<file path="src/shared/dar_consts.svh">
/*
  constants of the dual channel serial readout: widths, frame layout,
  pulse counts and timing figures.
  assumes it is included by bare name wherever a constant is needed.
*/
`ifndef DAR_CONSTS_SVH
`define DAR_CONSTS_SVH

// ==========================================================
// data and frame layout
`define DAR_RES_BITS 14
`define DAR_HALF_BITS 16
`define DAR_FRAME_BITS 32
`define DAR_PAD_BITS 2
`define DAR_BITCNT_W 6
`define DAR_FRAME_LEN 6'h20
`define DAR_FRAME_LEN_M1 6'h1f

// ==========================================================
// conversion sequence
`define DAR_DONE_EDGES 6'h20

// ==========================================================
// power-down pulse counts
`define DAR_PULSE_W 3
`define DAR_NAP_PULSES 3'h2
`define DAR_SLEEP_PULSES 3'h4

// ==========================================================
// timing
`define DAR_CLK_NS 40
`define DAR_SETUP_NS 3
`define DAR_SETUP_CYC ((`DAR_SETUP_NS + `DAR_CLK_NS - 1) / `DAR_CLK_NS)
`define DAR_SETTLE_MS 2
`define DAR_SETTLE_CYC ((`DAR_SETTLE_MS * 1000000) / `DAR_CLK_NS)
`define DAR_SETTLE_W 17

`endif

</file>
<file path="src/shared/dar_pkg.sv">
/*
  types of the dual channel serial readout.
  assumes dar_consts.svh is on the include path.
*/
`include "dar_consts.svh"

package dar_pkg;
  // ==========================================================
  // power states
  typedef enum logic [1:0] {
    dar_st_active = 2'b00, // ready for conversion
    dar_st_nap = 2'b01,    // light power-down, reference up
    dar_st_sleep = 2'b10,  // deep power-down, reference off
    dar_st_waking = 2'b11  // shift edges seen in sleep, waits for a nap request
  } dar_pwr_type;

  // one conversion result, straight binary
  typedef logic [`DAR_RES_BITS-1:0] dar_word_type;
endpackage

</file>
<file path="src/shared/dar_ctl_if.sv">
/*
  carrier between the readout core and the power-state tracker.
  assumes both ends run on sys_clk.
*/
`timescale 1ns/1ns

interface dar_ctl_if;
  import dar_pkg::*;
  logic strobe_rise;        // synchronised strobe rising edge, one cycle
  logic shift_rise;         // synchronised shift clock rising edge, one cycle
  dar_pwr_type pwr_state;   // current power state
  logic ref_ready;          // reference settled
  modport core (output strobe_rise, output shift_rise, input pwr_state, input ref_ready);
  modport pwr (input strobe_rise, input shift_rise, output pwr_state, output ref_ready);
endinterface

</file>
<file path="src/verilog/dar_power.sv">
/*
  power-state tracker: counts strobe pulses with no shift edge between
  them and walks active, light and deep power-down, plus reference settle.
  assumes edge pulses arrive already synchronised on sys_clk.
*/
`timescale 1ns/1ns
`include "dar_consts.svh"

module dar_power #(
  parameter int unsigned SETTLE_CYCLES = `DAR_SETTLE_CYC
) (
  // clock and reset
  input wire logic sys_clk,
  input wire logic resetn,
  // link to the core
  dar_ctl_if.pwr ctl
);
  import dar_pkg::*;

  localparam logic [`DAR_SETTLE_W-1:0] SETTLE_LAST = `DAR_SETTLE_W'(SETTLE_CYCLES - 1);

  logic [`DAR_PULSE_W-1:0] pulse_q, pulse_d; // strobes since last shift edge
  dar_pwr_type state_q, state_d;
  logic [`DAR_SETTLE_W-1:0] settle_q, settle_d; // reference settle timer
  logic ready_q, ready_d;
  wire logic [`DAR_PULSE_W-1:0] pulse_inc; // saturating increment

  assign pulse_inc = (pulse_q == `DAR_SLEEP_PULSES) ? pulse_q : pulse_q + `DAR_PULSE_W'(1);

  // ==========================================================
  // pulse count: a shift edge clears it, a strobe in the same cycle counts anew
  always_comb begin
    if (ctl.shift_rise) begin
      pulse_d = ctl.strobe_rise ? `DAR_PULSE_W'(1) : '0;
    end else if (ctl.strobe_rise) begin
      pulse_d = pulse_inc;
    end else begin
      pulse_d = pulse_q;
    end
  end

  // ==========================================================
  // state walk
  always_comb begin
    state_d = state_q;
    unique case (state_q)
      dar_st_active: begin
        if (pulse_d == `DAR_SLEEP_PULSES) begin
          state_d = dar_st_sleep;
        end else if (pulse_d == `DAR_NAP_PULSES && ctl.strobe_rise) begin
          state_d = dar_st_nap;
        end
      end
      dar_st_nap: begin
        if (ctl.shift_rise) begin
          state_d = dar_st_active;
        end else if (pulse_d == `DAR_SLEEP_PULSES) begin
          state_d = dar_st_sleep;
        end
      end
      dar_st_sleep: begin
        // strobes keep it asleep; only a shift edge starts the wake
        if (ctl.shift_rise) begin
          state_d = dar_st_waking;
        end
      end
      dar_st_waking: begin
        // a nap request brings the reference back up
        if (pulse_d == `DAR_NAP_PULSES && ctl.strobe_rise) begin
          state_d = dar_st_nap;
        end
      end
    endcase
  end

  // ==========================================================
  // reference settle: restarts whenever the reference is off
  always_comb begin
    settle_d = settle_q;
    ready_d = ready_q;
    if (state_q == dar_st_sleep || state_q == dar_st_waking) begin
      settle_d = '0;
      ready_d = 1'b0;
    end else if (!ready_q) begin
      if (settle_q == SETTLE_LAST) begin
        ready_d = 1'b1;
      end else begin
        settle_d = settle_q + `DAR_SETTLE_W'(1);
      end
    end
  end

  // registers; power-up lands in active with nothing counted
  always_ff @(posedge sys_clk or negedge resetn) begin
    if (!resetn) begin
      pulse_q <= '0;
      state_q <= dar_st_active;
      settle_q <= '0;
      ready_q <= 1'b1;
    end else begin
      pulse_q <= pulse_d;
      state_q <= state_d;
      settle_q <= settle_d;
      ready_q <= ready_d;
    end
  end

  assign ctl.pwr_state = state_q;
  assign ctl.ref_ready = ready_q;
endmodule

</file>
<file path="src/verilog/dar_top.sv">
/*
  dual channel simultaneous-sampling converter: digital control and
  serial readout of the previous result pair.
  assumes the converter front end presents each channel as a straight
  binary word on sys_clk, and the host drives strobe and shift clock pins.
*/
`timescale 1ns/1ns
`include "dar_consts.svh"

module dar_top #(
  parameter int unsigned SETTLE_CYCLES = `DAR_SETTLE_CYC
) (
  // clock and reset
  input wire logic sys_clk,
  input wire logic resetn,
  // host pins
  input wire logic convert_strobe,
  input wire logic shift_clk,
  output logic serial_result_out,
  output logic serial_result_oe,
  // converter front end
  input wire dar_pkg::dar_word_type input_pair_a,
  input wire dar_pkg::dar_word_type input_pair_b,
  // status
  output logic acquiring,
  output logic light_pd,
  output logic deep_pd,
  output logic ref_ready
);
  import dar_pkg::*;

  // ==========================================================
  // declarations
  dar_ctl_if ctl ();

  logic [2:0] strobe_sync_q; // two-stage sync plus edge stage
  logic [2:0] shift_sync_q;
  dar_word_type hold_a_q, hold_b_q; // sample being converted
  dar_word_type result_a_q, result_b_q; // last finished conversion
  logic busy_q; // a conversion is running
  logic [`DAR_BITCNT_W-1:0] edge_cnt_q; // shift edges since start
  logic [`DAR_FRAME_BITS-1:0] shreg_q; // bits still to present
  logic [`DAR_BITCNT_W-1:0] bits_left_q;
  logic bit_q, oe_q, acq_q;
  logic light_q, deep_q, ready_q;

  // place one result in its half-frame, pad slots low
  function automatic logic [`DAR_HALF_BITS-1:0] dar_half(input dar_word_type w);
    dar_half = {w, {`DAR_PAD_BITS{1'b0}}};
  endfunction

  wire logic strobe_rise; // one cycle per strobe rising edge
  wire logic shift_rise;  // one cycle per shift rising edge
  wire logic awake;       // power state allows conversion
  wire logic start;       // accepted conversion start
  wire logic late;        // start and shift edge too close together
  wire logic advance;     // shift edge that moves the sequence
  wire logic finish;      // final conversion edge
  wire logic [`DAR_FRAME_BITS-1:0] frame; // previous pair, packed

  // ==========================================================
  // edge decode from the second sync stage against the edge stage
  assign strobe_rise = strobe_sync_q[1] & ~strobe_sync_q[2];
  assign shift_rise = shift_sync_q[1] & ~shift_sync_q[2];
  assign ctl.strobe_rise = strobe_rise;
  assign ctl.shift_rise = shift_rise;

  // a strobe in light power-down is a nap or sleep request, not a start;
  // once a shift edge wakes the part the very next strobe converts
  assign awake = (ctl.pwr_state == dar_st_active);
  assign start = strobe_rise & awake;
  // both edges inside one sample period means setup below the minimum
  assign late = start & shift_rise;
  // the late edge is swallowed; otherwise every shift edge counts
  assign advance = shift_rise & ~late;
  assign finish = advance & busy_q & (edge_cnt_q == `DAR_FRAME_LEN_M1);
  // channel a in the first half, channel b in the second
  assign frame = {dar_half(result_a_q), dar_half(result_b_q)};

  // ==========================================================
  // power-state tracker
  dar_power #(
    .SETTLE_CYCLES(SETTLE_CYCLES)
  ) u_power (
    .sys_clk(sys_clk),
    .resetn(resetn),
    .ctl(ctl)
  );

  // ==========================================================
  // pin synchronisers: pins are asynchronous to sys_clk
  always_ff @(posedge sys_clk or negedge resetn) begin
    if (!resetn) begin
      strobe_sync_q <= 3'h0;
      shift_sync_q <= 3'h0;
    end else begin
      strobe_sync_q <= {strobe_sync_q[1:0], convert_strobe};
      shift_sync_q <= {shift_sync_q[1:0], shift_clk};
    end
  end

  // ==========================================================
  // sample hold: both channels caught in the same cycle
  always_ff @(posedge sys_clk or negedge resetn) begin
    if (!resetn) begin
      hold_a_q <= '0;
      hold_b_q <= '0;
    end else if (start) begin
      hold_a_q <= input_pair_a;
      hold_b_q <= input_pair_b;
    end
  end

  // ==========================================================
  // conversion sequencer; a restart mid-conversion drops the old sample
  always_ff @(posedge sys_clk or negedge resetn) begin
    if (!resetn) begin
      busy_q <= 1'b0;
      edge_cnt_q <= '0;
    end else if (start) begin
      busy_q <= 1'b1;
      edge_cnt_q <= '0;
    end else if (finish) begin
      busy_q <= 1'b0;
      edge_cnt_q <= `DAR_DONE_EDGES;
    end else if (advance && busy_q) begin
      edge_cnt_q <= edge_cnt_q + `DAR_BITCNT_W'(1);
    end
  end

  // finished results become the next frame's content
  always_ff @(posedge sys_clk or negedge resetn) begin
    if (!resetn) begin
      result_a_q <= '0;
      result_b_q <= '0;
    end else if (finish) begin
      result_a_q <= hold_a_q;
      result_b_q <= hold_b_q;
    end
  end

  // acquisition window: opens on the last conversion edge, shuts on strobe;
  // the opening edge wins when both land in one cycle
  always_ff @(posedge sys_clk or negedge resetn) begin
    if (!resetn) begin
      acq_q <= 1'b0;
    end else if (finish) begin
      acq_q <= 1'b1;
    end else if (strobe_rise) begin
      acq_q <= 1'b0;
    end
  end

  // ==========================================================
  // serial output: first bit ready at start, next bit on each shift edge;
  // a late start presents a low dummy first so data comes one edge later
  always_ff @(posedge sys_clk or negedge resetn) begin
    if (!resetn) begin
      shreg_q <= '0;
      bits_left_q <= '0;
      bit_q <= 1'b0;
      oe_q <= 1'b0;
    end else if (!awake) begin
      // no readout while powered down; line released
      bits_left_q <= '0;
      bit_q <= 1'b0;
      oe_q <= 1'b0;
    end else if (start && late) begin
      shreg_q <= frame;
      bits_left_q <= `DAR_FRAME_LEN;
      bit_q <= 1'b0;
      oe_q <= 1'b1;
    end else if (start) begin
      shreg_q <= {frame[`DAR_FRAME_BITS-2:0], 1'b0};
      bits_left_q <= `DAR_FRAME_LEN_M1;
      bit_q <= frame[`DAR_FRAME_BITS-1];
      oe_q <= 1'b1;
    end else if (advance && oe_q) begin
      if (bits_left_q == '0) begin
        bit_q <= 1'b0;
        oe_q <= 1'b0;
      end else begin
        bit_q <= shreg_q[`DAR_FRAME_BITS-1];
        shreg_q <= {shreg_q[`DAR_FRAME_BITS-2:0], 1'b0};
        bits_left_q <= bits_left_q - `DAR_BITCNT_W'(1);
      end
    end
  end

  // ==========================================================
  // status flags re-registered so every output leaves a flip-flop
  always_ff @(posedge sys_clk or negedge resetn) begin
    if (!resetn) begin
      light_q <= 1'b0;
      deep_q <= 1'b0;
      ready_q <= 1'b1;
    end else begin
      light_q <= (ctl.pwr_state == dar_st_nap);
      deep_q <= (ctl.pwr_state == dar_st_sleep) || (ctl.pwr_state == dar_st_waking);
      ready_q <= ctl.ref_ready;
    end
  end

  assign serial_result_out = bit_q;
  assign serial_result_oe = oe_q;
  assign acquiring = acq_q;
  assign light_pd = light_q;
  assign deep_pd = deep_q;
  assign ref_ready = ready_q;
endmodule

</file>
<file path="config.mk">
export PLATFORM = sky130hd
export DESIGN_NAME = dar_top
export DESIGN_NICKNAME = d
export VERILOG_FILES = /design/src/shared/dar_pkg.sv /design/src/shared/dar_ctl_if.sv /design/src/verilog/dar_power.sv /design/src/verilog/dar_top.sv
export VERILOG_INCLUDE_DIRS = /design/src /design/src/shared
export SDC_FILE = /design/constraint.sdc
export NUM_CORES = 1
export LEC_CHECK = 0
export ABC_CLOCK_PERIOD_IN_PS = 2100
export BUFFER_PORTS_ARGS = -buffer_cell sky130_fd_sc_hd__clkbuf_2
export CORE_MARGIN = 5
export CORE_UTILIZATION = 40
export CTS_CLUSTER_SIZE = 8
export DETAILED_ROUTE_END_ITERATION = 8
export GPL_TIMING_DRIVEN = 1
export SYNTH_ARGS = -nofsm -noshare
export SYNTH_HDL_FRONTEND = slang
export SYNTH_SLANG_ARGS = --single-unit
</file>
<file path="constraint.sdc">
create_clock -name sys_clk -period 2.1 [get_ports sys_clk]
set_input_delay 0.21 -clock sys_clk [delete_from_list [all_inputs] [get_ports sys_clk]]
set_output_delay 0.21 -clock sys_clk [all_outputs]
set_load 0.1 [all_outputs]
</file>
## After elaboration in Yosys (flattened, before gate mapping)

Index checks and enable logic that the tools add are counted.
Widths: inputs -> output; s select.

- Bits in registers: 136
- Output and inout bits: 6
- Bits of input ports: 32
- Logic and storage cells: 108

- Equality and inequality tests: 16
- $add $sub $neg: 4
- Multiplexer cells: 42
- Reduce and logical (&&, ||, !) cells: 16
- Bitwise operators: 10

Operators by type and width:

| kind | count |
|---|---|
| $mux 32 | 4 |
| $mux 17 | 3 |
| $mux 6 | 8 |
| $mux 1 | 18 |
| $add 17x1->17 const B | 1 |
| $eq 17x16->1 const B | 1 |
| $mux 2 | 5 |
| $mux 3 | 3 |
| $ne 4x1->1 const B | 2 |
| $pmux 2 s4 | 1 |
| $reduce_and 2->1 | 4 |
| $and 1x1->1 | 7 |
| $add 6x1->6 const B | 1 |
| $eq 3x3->1 const B | 2 |
| $eq 6x5->1 const B | 1 |
| $logic_not 6->1 | 1 |
| $ne 2x2->1 const B | 3 |
| $reduce_bool 3->1 | 2 |
| $sub 6x1->6 const B | 1 |
| $eq 2x2->1 const B | 2 |
| $logic_and 1x1->1 | 4 |
| $ne 4x4->1 const B | 1 |
| $reduce_bool 2->1 | 2 |
| $add 3x1->3 const B | 1 |
| 8 further kinds | 10 |

## Logic depth before layout (Yosys ltp)

Gate-level depths: netlist (run 1).

- Depth in word-level cells: 11
- Gate-level depth with buffers: 8
- Depth with buffers taken out: 7

## Cells and area by module

A second synthesis (run 1) with hierarchy kept.

- Cells, all modules: 542
- Area total of the unflattened synthesis: 6122.1 um^2

Modules (own cells, without submodules):

| module | cells an instance | sequential area each (um^2) | instances | area an instance (um^2) |
|---|---|---|---|---|
| dar_top | 406 | 2778.9 | 1 | 4839.6 |
| dar_power | 136 | 576.8 | 1 | 1282.5 |

## Worst setup path before layout (run 1)

No wires, ideal clock.

- Path kind: reg2reg
- Start point: register oe_q, in the netlist serial_result_oe
- End point: register shreg_q[17]
- Clock period less this slack: 1.991 ns
- Library setup time: 0.122 ns
- Path buffers: 1
- Path slack: 0.109 ns
- Stages on the path, launching flop included: 6
- Arrival: 1.869 ns
- Required time: 1.978 ns
- Path through: dfrtp_1 nand3b_1 a21oi_1 o21ai_2 buf_2 a32o_1

- Cells in the longest elaborated chain, start to end: 3

RTL lines:

| what | line | RTL |
|---|---|---|
| from (decl) | dar_top.sv:44 | `logic bit_q, oe_q, acq_q;` |
| from (signal assigned) | dar_top.sv:162 | `oe_q <= 1'b0;` |
| from (signal assigned) | dar_top.sv:167 | `oe_q <= 1'b0;` |
| from (signal assigned) | dar_top.sv:172 | `oe_q <= 1'b1;` |
| $logic_and 1x1->1 | dar_top.sv:178 | `end else if (advance && oe_q) begin` |
| $reduce_bool 3->1 (no source line) | n/a |  |
| $reduce_and 3->1 (no source line) | n/a |  |
| to (signal assigned) | dar_top.sv:169 | `shreg_q <= frame;` |
| to (signal assigned) | dar_top.sv:174 | `` shreg_q <= {frame[`DAR_FRAME_BITS-2:0], 1'b0}; `` |
| to (signal assigned) | dar_top.sv:184 | `` shreg_q <= {shreg_q[`DAR_FRAME_BITS-2:0], 1'b0}; `` |
| to (decl) | dar_top.sv:42 | `` logic [`DAR_FRAME_BITS-1:0] shreg_q; `` |

Every way passes these cells.
A chain may end at the register's enable or synchronous reset.

## Worst setup path after layout (run 1)

- Start point: register shift_sync_q[1]
- End point: register bits_left_q[2]

- Cells in the longest elaborated chain, start to end: 7
- Elaborated cells between the ends (all ways): 11
- Those cells by class: 2 x eq/ne; 2 x mux; 4 x bitwise; 3 x reduce/logical

RTL lines:

| what | line | RTL |
|---|---|---|
| from (decl) | dar_top.sv:37 | `logic [2:0] shift_sync_q;` |
| from (signal assigned) | dar_top.sv:98 | `shift_sync_q <= {shift_sync_q[1:0], shift_clk};` |
| $and 1x1->1 * | dar_top.sv:64 | `assign shift_rise = shift_sync_q[1] & ~shift_sync_q[2];` |
| $and 1x1->1 | dar_top.sv:73 | `assign late = start & shift_rise;` |
| $not 1->1 | dar_top.sv:75 | `assign advance = shift_rise & ~late;` |
| $and 1x1->1 | dar_top.sv:75 |  |
| $logic_and 1x1->1 | dar_top.sv:178 |  |
| $ne 4x1->1 (no source line) | n/a |  |
| $reduce_and 2->1 (no source line) | n/a |  |
| to (signal assigned) | dar_top.sv:170 | `` bits_left_q <= `DAR_FRAME_LEN; `` |
| to (signal assigned) | dar_top.sv:175 | `` bits_left_q <= `DAR_FRAME_LEN_M1; `` |
| to (signal assigned) | dar_top.sv:185 | `` bits_left_q <= bits_left_q - `DAR_BITCNT_W'(1); `` |
| to (decl) | dar_top.sv:43 | `` logic [`DAR_BITCNT_W-1:0] bits_left_q; `` |

Every way passes the cells marked *; elsewhere a longest branch is shown, timed or not.

==> results.md, run 1 <==
* Worst-Margin Slew at about 550 ps
* Post-cts sizing count at 0
* Max Fclk at around 0.53 GHz
* Routed len/inst at between 10 and 15 um
* Fill cell count at approximately 1400
* Crit path arrival time at around 2200 ps
* Syn_nets at ~670
* Starting Density at 40.4%
* Min Tclk post-route at roughly 1900 ps
* Global Route Usage Sum at around 15%
* Die W at roughly 130 um
* CP endpoint kind: flop
* Share of cells above drive strength 1 at between 10% and 20%
* Status: complete, no violations
* Final Max Tran Viols at 0
* Dpl hpwl at about 7.9 mm
* CORE AREA at approximately 15000 um2
* Cell row count at between 40 and 50
* RSZ-0062 raised after global routing: no
* Die area at 17800 um2
* Sequential area share after synthesis at 55.0%
* Fin Setup TNS at 0 ps
* Root buf cell: clkbuf_16
* Final net count at 735
* Residual DRC at 0
* Worst Setup Path Type: flop to flop
* Mapped Cells at 629
* Post-synth EDFFs at 0
* I/O Pins at 38
* Ys async rst share at 100%
* Total clock buffers created by CTS at 17
* Via count at 4503
* Layout area overhead at 22.4%
* Power per Cell Area at ~1100 nW/um2
* Routed wire length at roughly 12 mm
* Static Leak at around 3.5 nW
* Max-Cap Viols at 0
* Port Buf Inserts at 37
* Reg-to-reg startpoint: shift_sync_q[1]$_DFF_PN0_
* Largest net degree at the start of global routing at 90
* Crit start category: flop
* CTS tree: built
* Slew headroom at 63.6%
* Die H at 133 um
* Peak supply drop at roughly 0.00064 V
* Setup WS pre-CTS at around 230 ps
* Post-synth top flop: dfrtp_1
* Critical path origin: shift_sync_q[1]$_DFF_PN0_
* Post-route ant nets at 0
* Inserted Diodes at 0
* Vias in the first global route at ~4800
* Clock Skews at around 6.8 ps
* GR Overflow Total at 0
* Clk sink count at between 100 and 150
* Setup violations, final at 0
* Final hold vios at 0
* Mean post-synth cell area at roughly 9.7 um2
* Slack of the critical path at between 200 and 250 ps
* First-pass GRT wire length at roughly 22 mm
* GP Congestion at 0.764
* Hold Path Class: input port to asynchronous set/reset pin
* Ys Warns at 0
* Tot Pwr at slightly below 8 mW
* First-pass DRT Iterations at 4
* Clock Latency Late Sink at around 420 ps
* Post-CTS Setup Inserts at 0
* Routed vias/inst at between 5 and 6
* Netlist cell types at just under 60
* Hold_buf cts at 31
* Clock-pin slew on the worst setup and hold paths at around 60 ps
* DRT iter0 DRCs at 288
* Synthesized flop and latch total at 134
* CTS max path bufs at 2
* Post-Syn Area at 6100 um2
* Crit Path Max Fanout at 34
* H-tree depth at 4
* CP Data Required Time at between 2000 and 2500 ps
* Initial antenna violation count at 0
* Final worst path period share at roughly nine tenths
==> layout make-up <==
class,instances,area (um2),share of cell area [%]
Sequential cell,134,3360,45.0
Multi-Input combinational cell,453,2570,34.4
Timing Repair Buffer,84,684,9.17
Clock buffer,19,443,5.93
Tap cell,188,235,3.15
Clock inverter,12,154,2.06
Inverter,7,26.3,0.352
==> cell usage after synthesis (all sizes together) (2+ instances only) <==
library cell | n | area, um2
nor2 | 26 | 105
dfstp | 2 | 52.6
a2111oi | 2 | 55.1
a31o | 2 | 17.5
o21a | 2 | 15.0
and4b | 2 | 20.0
and4 | 3 | 27.5
clkbuf | 17 | 63.8
nand3b | 4 | 30.0
nand2 | 185 | 697
xnor2 | 9 | 78.8
dfrtp | 132 | 3300
xor2 | 9 | 78.8
nor4 | 2 | 18.8
nand3 | 9 | 50.1
mux2 | 28 | 315
nor3 | 12 | 87.6
ha | 6 | 75.1
a211oi | 3 | 22.5
buf | 18 | 103
nand4 | 5 | 31.3
nor2b | 4 | 25.0
a21oi | 66 | 338
a31oi | 2 | 12.5
mux2i | 2 | 20.0
and3 | 6 | 37.5
nand2b | 3 | 18.8
inv | 7 | 26.3
o21ai | 41 | 209
a21o | 6 | 45.0
==> per-layer routing <==
metal	up-vias	GRT usage (%)	share of wire, %
li1	2255	-	-
met1	2165	19.6	47
met2	65	24.8	48
met3	18	4.31	3.6
met4	0	5.77	1.7
met5	-	0	0
==> state kept, by name, summed over array words and instances, names as in the netlist, 2 cells and up <==
| register | flops |
|---|---|
| hold_a_q | 14 |
| u_power.settle_q | 17 |
| shift_sync_q | 3 |
| result_a_q | 14 |
| bits_left_q | 6 |
| result_b_q | 14 |
| edge_cnt_q | 6 |
| u_power.ctl.pwr_state | 2 |
| strobe_sync_q | 3 |
| hold_b_q | 14 |
| shreg_q | 30 |
| u_power.pulse_q | 3 |
==> worst paths after layout <==
check / slack, ps / cells past startpoint / to
worst max-delay path: 220 / 6 / bits_left_q[2]$_DFFE_PN0P_
max in group asynchronous: 1210 / 3 / shreg_q[12]$_DFFE_PN0P_
worst max register to register: 220 / 6 / bits_left_q[2]$_DFFE_PN0P_
worst min register to register: 350 / 0 / strobe_sync_q[1]$_DFF_PN0_
min in group sys_clk: 350 / 0 / strobe_sync_q[1]$_DFF_PN0_
worst min-delay path: 280 / 2 / strobe_sync_q[2]$_DFF_PN0_
==> stage by stage <==
step / util (%) / instances / hold slack (ps) / instance area [um2]
finish: 49.5 / 897 / 275 / 7460
global route: 49.5 / 897 / 293 / 7460
CTS: 49.5 / 897 / 272 / 7460
detailed placement: 43.5 / 835 / 148 / 6560
global placement: 43.5 / 835 / 149 / 6560
floorplan: - / 629 / -85.6 / 6100
==> where the power goes <==
| part | internal, mW | switching, mW |
|---|---|---|
| Combinational | 0.565 | 1.05 |
| Sequential | 3.00 | 0.307 |
| Clock | 1.89 | 1.11 |
==> placed cells by master (no fill, tap or decap), drive strengths merged, types with 8 or more instances in the layout <==
master / netlist / final
nor3: 12 / 12
mux2: 28 / 28
nand2: 185 / 185
a21oi: 66 / 66
clkbuf: 17 / 55
inv: 7 / 8
buf: 18 / 17
xor2: 9 / 9
xnor2: 9 / 9
nor2: 26 / 26
dlygate4sd3: 0 / 31
nand3: 9 / 9
o21ai: 41 / 41
dfrtp: 132 / 132
==> worst max-delay path: stages, from the launching register on <==
cell and delay [ps]:
dfrtp_1 380, nor2b_2 170, buf_4 370, nor2_1 120, o21ai_1 420, o21bai_1 110, a21o_1 190
==> logic make-up after synthesis <==
logic type / after synthesis / share of synthesized area (%)
buffers and inverters: 42 / 3.16
adders and majority gates: 6 / 1.23
muxes: 30 / 5.50
and+or+nand+nor: 266 / 19.5
AOI/OAI and AO/OA: 133 / 13.0
DFF: 134 / 55.0
xor gates and xnor gates: 18 / 2.59
Note: power is estimated with default switching activity, not from simulation.
==> run 2, diff against run 1 <==
- ABC_CLOCK_PERIOD_IN_PS: 2100 -> 2300
- SLEW_MARGIN: not set -> 20
- clock period: 2.1 -> 2.3 ns (I/O delays scaled with it)
==> results.md, run 2 (synthesis results as in run 1) <==
* Status: complete, no violations (unchanged)
* I/O Pins at 38 (unchanged)
* Worst Setup Path Type: flop to flop (unchanged)
* Internal power at 5.00 mW (was 5.46 mW)
* Cell row count at 45 (unchanged)
* Reg2reg setup slack at 430 ps (was 220 ps)
* Peak supply drop at 0.000676 V (was 0.000643 V)
* Sw Pwr at 2.23 mW (was 2.47 mW)
* Residual DRC at 0 (unchanged)
* Share of cells above drive strength 1 at 16.6% (about the same)
* Inserted Diodes at 0 (unchanged)
* Total clock buffers created by CTS at 17 (unchanged)
* CP endpoint kind: flop (unchanged)
* Share of power burned in combinational logic at 19.9% (was 20.4%)
* Crit path arrival time at 2160 ps (was 2190 ps)
* Max-Cap Viols at 0 (unchanged)
* Dpl hpwl at 7.83 mm (was 7.86 mm)
* CP Data Required Time at 2590 ps (was 2410 ps)
* RSZ-0062 raised after global routing: no (unchanged)
* Port Buf Inserts at 37 (unchanged)
* Slew headroom at 58.7% (was 63.6%)
* Fill cell count at 1410 (was 1414)
* Commonest non-fill, non-tap cells in the layout: 184 x nand2_1, 132 x dfrtp_1, 64 x a21oi_1 (unchanged)
* Layout area overhead at 21.7% (was 22.4%)
* Clock Skews at 24.2 ps (was 6.78 ps)
* Final net count at 732 (was 735)
* Largest registers: shreg_q: 30 flops, u_power.settle_q: 17 flops (unchanged)
* Die W at 133 um (unchanged)
* CP cell instances: nor2b_2, buf_4, nor2_1, o21ai_1, o21bai_1, a21o_1 (unchanged)
* Most common cell after layout, fill and taps aside: nand2_1 (unchanged)
* Crit Path Max Fanout at 34 (unchanged)
* DRT iter0 DRCs at 255 (was 288)
* CORE AREA at 15100 um2 (unchanged)
* First-pass DRT Iterations at 4 (unchanged)
* Max reg flops at 30 (unchanged)
* Global Route Usage Sum at 15.0% (was 15.3%)
* Die area at 17800 um2 (unchanged)
* Final Max Tran Viols at 0 (unchanged)
* Power per Cell Area at 974 nW/um2 (was 1060 nW/um2)
* Die H at 133 um (unchanged)
* Setup violations, final at 0 (unchanged)
* Switching share of power at 30.8% (was 31.2%)
* Via count at 4521 (was 4503)
* Worst-Margin Slew at 617 ps (was 548 ps)
* Clk sink count at 134 (unchanged)
* First-pass GRT wire length at 21.8 mm (was 22.4 mm)
* Fin Setup TNS at 0 ps (unchanged)
* Largest net degree at the start of global routing at 90 (unchanged)
* Tot Pwr at 7.23 mW (was 7.93 mW)
* Starting Density at 40.4% (unchanged)
* Routed len/inst at 13.7 um (was 13.9 um)
* Post-cts sizing count at 0 (unchanged)
* Hold Path Class: input port to flop (was input port to asynchronous set/reset pin)
* GR Overflow Total at 0 (unchanged)
* Initial antenna violation count at 0 (unchanged)
* Clock-pin slew on the worst setup and hold paths at 50 ps (was 60 ps)
* Sequential share of power at 42.0% (was 41.7%)
* Root buf cell: clkbuf_16 (unchanged)
* Crit path largest cell delay at 430 ps (was 420 ps)
* Routed vias/inst at 5.06 (was 5.02)
* Largest Register: shreg_q (unchanged)
* CTS max path bufs at 2 (unchanged)
* Util after Layout at 49.2% (was 49.5%)
* Max Fclk at 0.534 GHz (was 0.532 GHz)
* Clock power frac at 38.1% (was 37.9%)
* Crit start category: flop (unchanged)
* H-tree depth at 4 (unchanged)
* Slowest cell on the critical path: o21ai_1 (unchanged)
* Min Tclk post-route at 1870 ps (was 1880 ps)
* CTS tree: built (unchanged)
* Static Leak at 3.43 nW (was 3.45 nW)
* Clock Latency Late Sink at 420 ps (about the same)
* Post-route ant nets at 0 (unchanged)
* Vias in the first global route at 4534 (was 4775)
* Final worst path period share at 81.4% (was 89.5%)
* GP Congestion at 0.786 (was 0.764)
* Routed wire length at 12.3 mm (was 12.5 mm)
* Final hold vios at 0 (unchanged)
==> run 2: per-stage QoR <==
step	std cells	hold WS [ps]	setup WS, ps	cell area [um2]
6_report	894	9.31	428	7420
5_1_grt	894	13.0	190	7420
4_1_cts	894	0.754	386	7420
3_5_place_dp	835	194	405	6530
3_3_place_gp	835	193	461	6530
2_1_floorplan	629	-65.6	309	6100
==> run 2: final cells by class <==
cell class	instances	area, um2	area share [%]
Inverter	7	26.3	0.354
Tap cell	188	235	3.17
Clock buffer	21	460	6.21
Multi-Input combinational cell	453	2570	34.6
Sequential cell	134	3360	45.2
Timing Repair Buffer	81	629	8.48
Clock inverter	10	146	1.97
==> run 2: power groups by stage <==
stage | Combinational (mW) | Clock, mW | Sequential, mW
after floorplan | 0.863 | 0 | 3.17
after global placement | 1.37 | 0 | 3.06
after detailed placement | 1.41 | 0 | 3.08
after CTS | 1.46 | 2.84 | 3.04
after global routing | 1.62 | 2.94 | 3.10
final | 1.44 | 2.76 | 3.04
==> run 2: final timing paths <==
| kind | start | end | depth (start not counted) |
|---|---|---|---|
| max in group asynchronous | resetn | shreg_q[2]$_DFFE_PN0P_ | 3 |
| min | input_pair_b[5] | hold_b_q[5]$_DFFE_PN0P_ | 3 |
| max | shift_sync_q[1]$_DFF_PN0_ | bits_left_q[2]$_DFFE_PN0P_ | 6 |
| max reg2reg | shift_sync_q[1]$_DFF_PN0_ | bits_left_q[2]$_DFFE_PN0P_ | 6 |
| min reg2reg | strobe_sync_q[0]$_DFF_PN0_ | strobe_sync_q[1]$_DFF_PN0_ | 0 |
| min in group asynchronous | resetn | u_power.pulse_q[0]$_DFF_PN0_ | 2 |
==> run 2: critical path, delay by kind of cell (launching register included) <==
kind | cells | cell delay [ps]
AOI/OAI and AO/OA | 3 | 730
buffers and inverters | 1 | 360
DFF | 1 | 380
and+or+nand+nor | 2 | 280
==> run 2: repair_timing <==
item / in CTS / in global routing
hold endpoints to repair: 71 / 0
setup buffers: 0 / 0
hold buffers: 28 / 0
==> run 2: per-layer routing <==
layer	routed length, um	track usage [%]
met2	5940	24.6
met5	0	0
met1	5790	19.5
met3	407	3.66
met4	144	5.31
==> run 3, diff against run 2 <==
- ABC_CLOCK_PERIOD_IN_PS: 2300 -> 1800
- clock period: 2.3 -> 1.8 ns (I/O delays scaled with it)
==> results.md, run 3 (synthesis results as in run 1) <==
* Seq. cell area at 3360 um2 (about the same)
* CP cell instances: or4b_4, nor3_4, a2111oi_4, and3_1, o21a_1 (was nor2b_2, buf_4, nor2_1, o21ai_1, o21bai_1, a21o_1)
* Final Max Tran Viols at 0 (unchanged)
* Post-route ant nets at 0 (unchanged)
* Min Tclk post-route at 1770 ps (was 1870 ps)
* Routed vias/inst at 5.07 (was 5.06)
* Reg2reg setup slack at 30 ps (was 430 ps)
* First-pass GRT wire length at 21.9 mm (was 21.8 mm)
* GP Congestion at 0.785 (was 0.786)
* Die W at 133 um (unchanged)
* Max Fclk at 0.564 GHz (was 0.534 GHz)
* Max-Cap Viols at 0 (unchanged)
* Static Leak at 3.53 nW (was 3.43 nW)
* CTS max path bufs at 2 (unchanged)
* Top routing layer used: met4 (unchanged)
* Cell row count at 45 (unchanged)
* Tot Pwr at 9.17 mW (was 7.23 mW)
* Layout area overhead at 24.7% (was 21.7%)
* Vias in the first global route at 4530 (was 4534)
* Crit path arrival time at 2080 ps (was 2160 ps)
* Slew headroom at 62.3% (was 58.7%)
* Crit start category: flop (unchanged)
* Routed wire length at 12.9 mm (was 12.3 mm)
* DRT iter0 DRCs at 292 (was 255)
* Fin area at 7610 um2 (was 7420 um2)
* Internal power at 6.18 mW (was 5.00 mW)
* DP Area at 6670 um2 (was 6530 um2)
* Routed wl met3 at 441 um (was 407 um)
* CP endpoint kind: flop (unchanged)
* Util after Layout at 50.4% (was 49.2%)
* Sw Pwr at 2.99 mW (was 2.23 mW)
* Crit path largest cell delay at 550 ps (was 430 ps)
* Sequential share of power at 42.2% (was 42.0%)
* Power per Cell Area at 1210 nW/um2 (was 974 nW/um2)
* Via count at 4647 (was 4521)
* Port Buf Inserts at 37 (unchanged)
* Worst-Margin Slew at 568 ps (was 617 ps)
* Global Route Usage Sum at 15.0% (about the same)
* Clk sink count at 134 (unchanged)
* Share of cells above drive strength 1 at 19.8% (was 16.6%)
* Final std cells w/o fill at 916 (was 894)
* CTS tree: built (unchanged)
* Hold Path Class: input port to asynchronous set/reset pin (was input port to flop)
* H-tree depth at 4 (unchanged)
* Peak supply drop at 0.000838 V (was 0.000676 V)
* Die H at 133 um (unchanged)
* RSZ-0062 raised after global routing: yes (was no)
* Setup WS pre-CTS at 27.4 ps (was 405 ps)
* Largest registers: shreg_q: 30 flops, u_power.settle_q: 17 flops (unchanged)
* CP Data Required Time at 2110 ps (was 2590 ps)
* Root buf cell: clkbuf_16 (unchanged)
* Setup violations, final at 0 (unchanged)
* Inst Count DP at 850 (was 835)
* Final worst path period share at 98.5% (was 81.4%)
* Share of power burned in combinational logic at 22.2% (was 19.9%)
* Switching share of power at 32.6% (was 30.8%)
* CORE AREA at 15100 um2 (unchanged)
* Largest Register: shreg_q (unchanged)
* Clock-pin slew on the worst setup and hold paths at 60 ps (was 50 ps)
* Met1 wire length at 5.96 mm (was 5.79 mm)
* Starting Density at 40.4% (unchanged)
* Metal2 WL at 6.42 mm (was 5.94 mm)
* Final net count at 753 (was 732)
* Slack of the critical path at 27.0 ps (was 428 ps)
* Crit Path Max Fanout at 6 (was 34)
* WHS at 200 ps (was 9.31 ps)
* Clock power frac at 35.7% (was 38.1%)
* Residual DRC at 0 (unchanged)
* Die area at 17800 um2 (unchanged)
* Worst Setup Path Type: flop to flop (unchanged)
* Largest net degree at the start of global routing at 90 (unchanged)
* Max reg flops at 30 (unchanged)
* Most common cell after layout, fill and taps aside: nand2_1 (unchanged)
* Total clock buffers created by CTS at 17 (unchanged)
* Fill cell count at 1348 (was 1410)
* Dpl hpwl at 8.05 mm (was 7.83 mm)
* Final hold vios at 0 (unchanged)
* Clock Latency Late Sink at 420 ps (about the same)
* Slowest cell on the critical path: or4b_4 (was o21ai_1)
* Fin Setup TNS at 0 ps (unchanged)
* GR Overflow Total at 0 (unchanged)
* Status: complete, no violations (unchanged)
* Routed len/inst at 14.1 um (was 13.7 um)
* Commonest non-fill, non-tap cells in the layout: 184 x nand2_1, 130 x dfrtp_1, 63 x a21oi_1 (was 184 x nand2_1, 132 x dfrtp_1, 64 x a21oi_1)
* First-pass DRT Iterations at 5 (was 4)
* Clock Skews at 12.5 ps (was 24.2 ps)
* I/O Pins at 38 (unchanged)
* Initial antenna violation count at 0 (unchanged)
* Inserted Diodes at 0 (unchanged)
* Multi-input gate area at 2580 um2 (was 2570 um2)
## run 3: changes by cell type in the layout (fill, tap and decap cells not counted), sizes merged
| cell | previous run | this run |
|---|---|---|
| dlygate4sd3 | 28 | 31 |
| buf | 17 | 34 |
| clkinv | 1 | 7 |
| bufinv | 3 | 1 |
| clkbuf | 57 | 56 |
| inv | 9 | 10 |
| clkinvlp | 4 | 2 |
## run 3: worst paths after layout
kind | start | endpoint | cells after the start
max | u_power.settle_q[11]$_DFFE_PN0P_ | u_power.settle_q[15]$_DFFE_PN0P_ | 5
min | resetn | u_power.settle_q[8]$_DFFE_PN0P_ | 2
max reg2reg | u_power.settle_q[11]$_DFFE_PN0P_ | u_power.settle_q[15]$_DFFE_PN0P_ | 5
min reg2reg | strobe_sync_q[0]$_DFF_PN0_ | strobe_sync_q[1]$_DFF_PN0_ | 0
max in group asynchronous | resetn | shreg_q[25]$_DFFE_PN0P_ | 3
min in group sys_clk | strobe_sync_q[0]$_DFF_PN0_ | strobe_sync_q[1]$_DFF_PN0_ | 0
## run 3: power groups by stage
stage	logic, mW	registers [mW]	clock network [mW]
floorplan	1.10	4.05	0
global placement	1.93	3.89	0
detailed placement	1.98	3.91	0
CTS	2.04	3.86	3.35
global route	2.27	3.93	3.50
finish	2.03	3.87	3.27
## run 3: critical path: cells and delay by family (launching register included)
kind | cells | cell delay (ps)
and+or+nand+nor | 3 | 980
AOI/OAI and AO/OA | 2 | 310
DFF | 1 | 370
## run 3: area by class of cell
type	instances	share of cell area, %
clock buffers	19	5.69
clock inverters	13	1.65
well taps	188	3.09
multi-input cells	453	34.0
flip-flops and latches	134	44.2
repair buffers	102	11.1
inverters	7	0.345
## run 3: metal layers
metal  global-route usage [%]  vias to the layer above
met5                        0                        -
met4                     4.00                        0
met3                     4.23                       11
met2                     24.9                       74
met1                     19.5                     2246
li1                         -                     2316
## run 3: repair_timing
action | CTS | global route
hold buffers | 31 | 0
hold endpoints to repair | 55 | 0
endpoints found under the setup margin | 0 | 56
buffers inserted | 0 | 2
resized for setup | 0 | 9
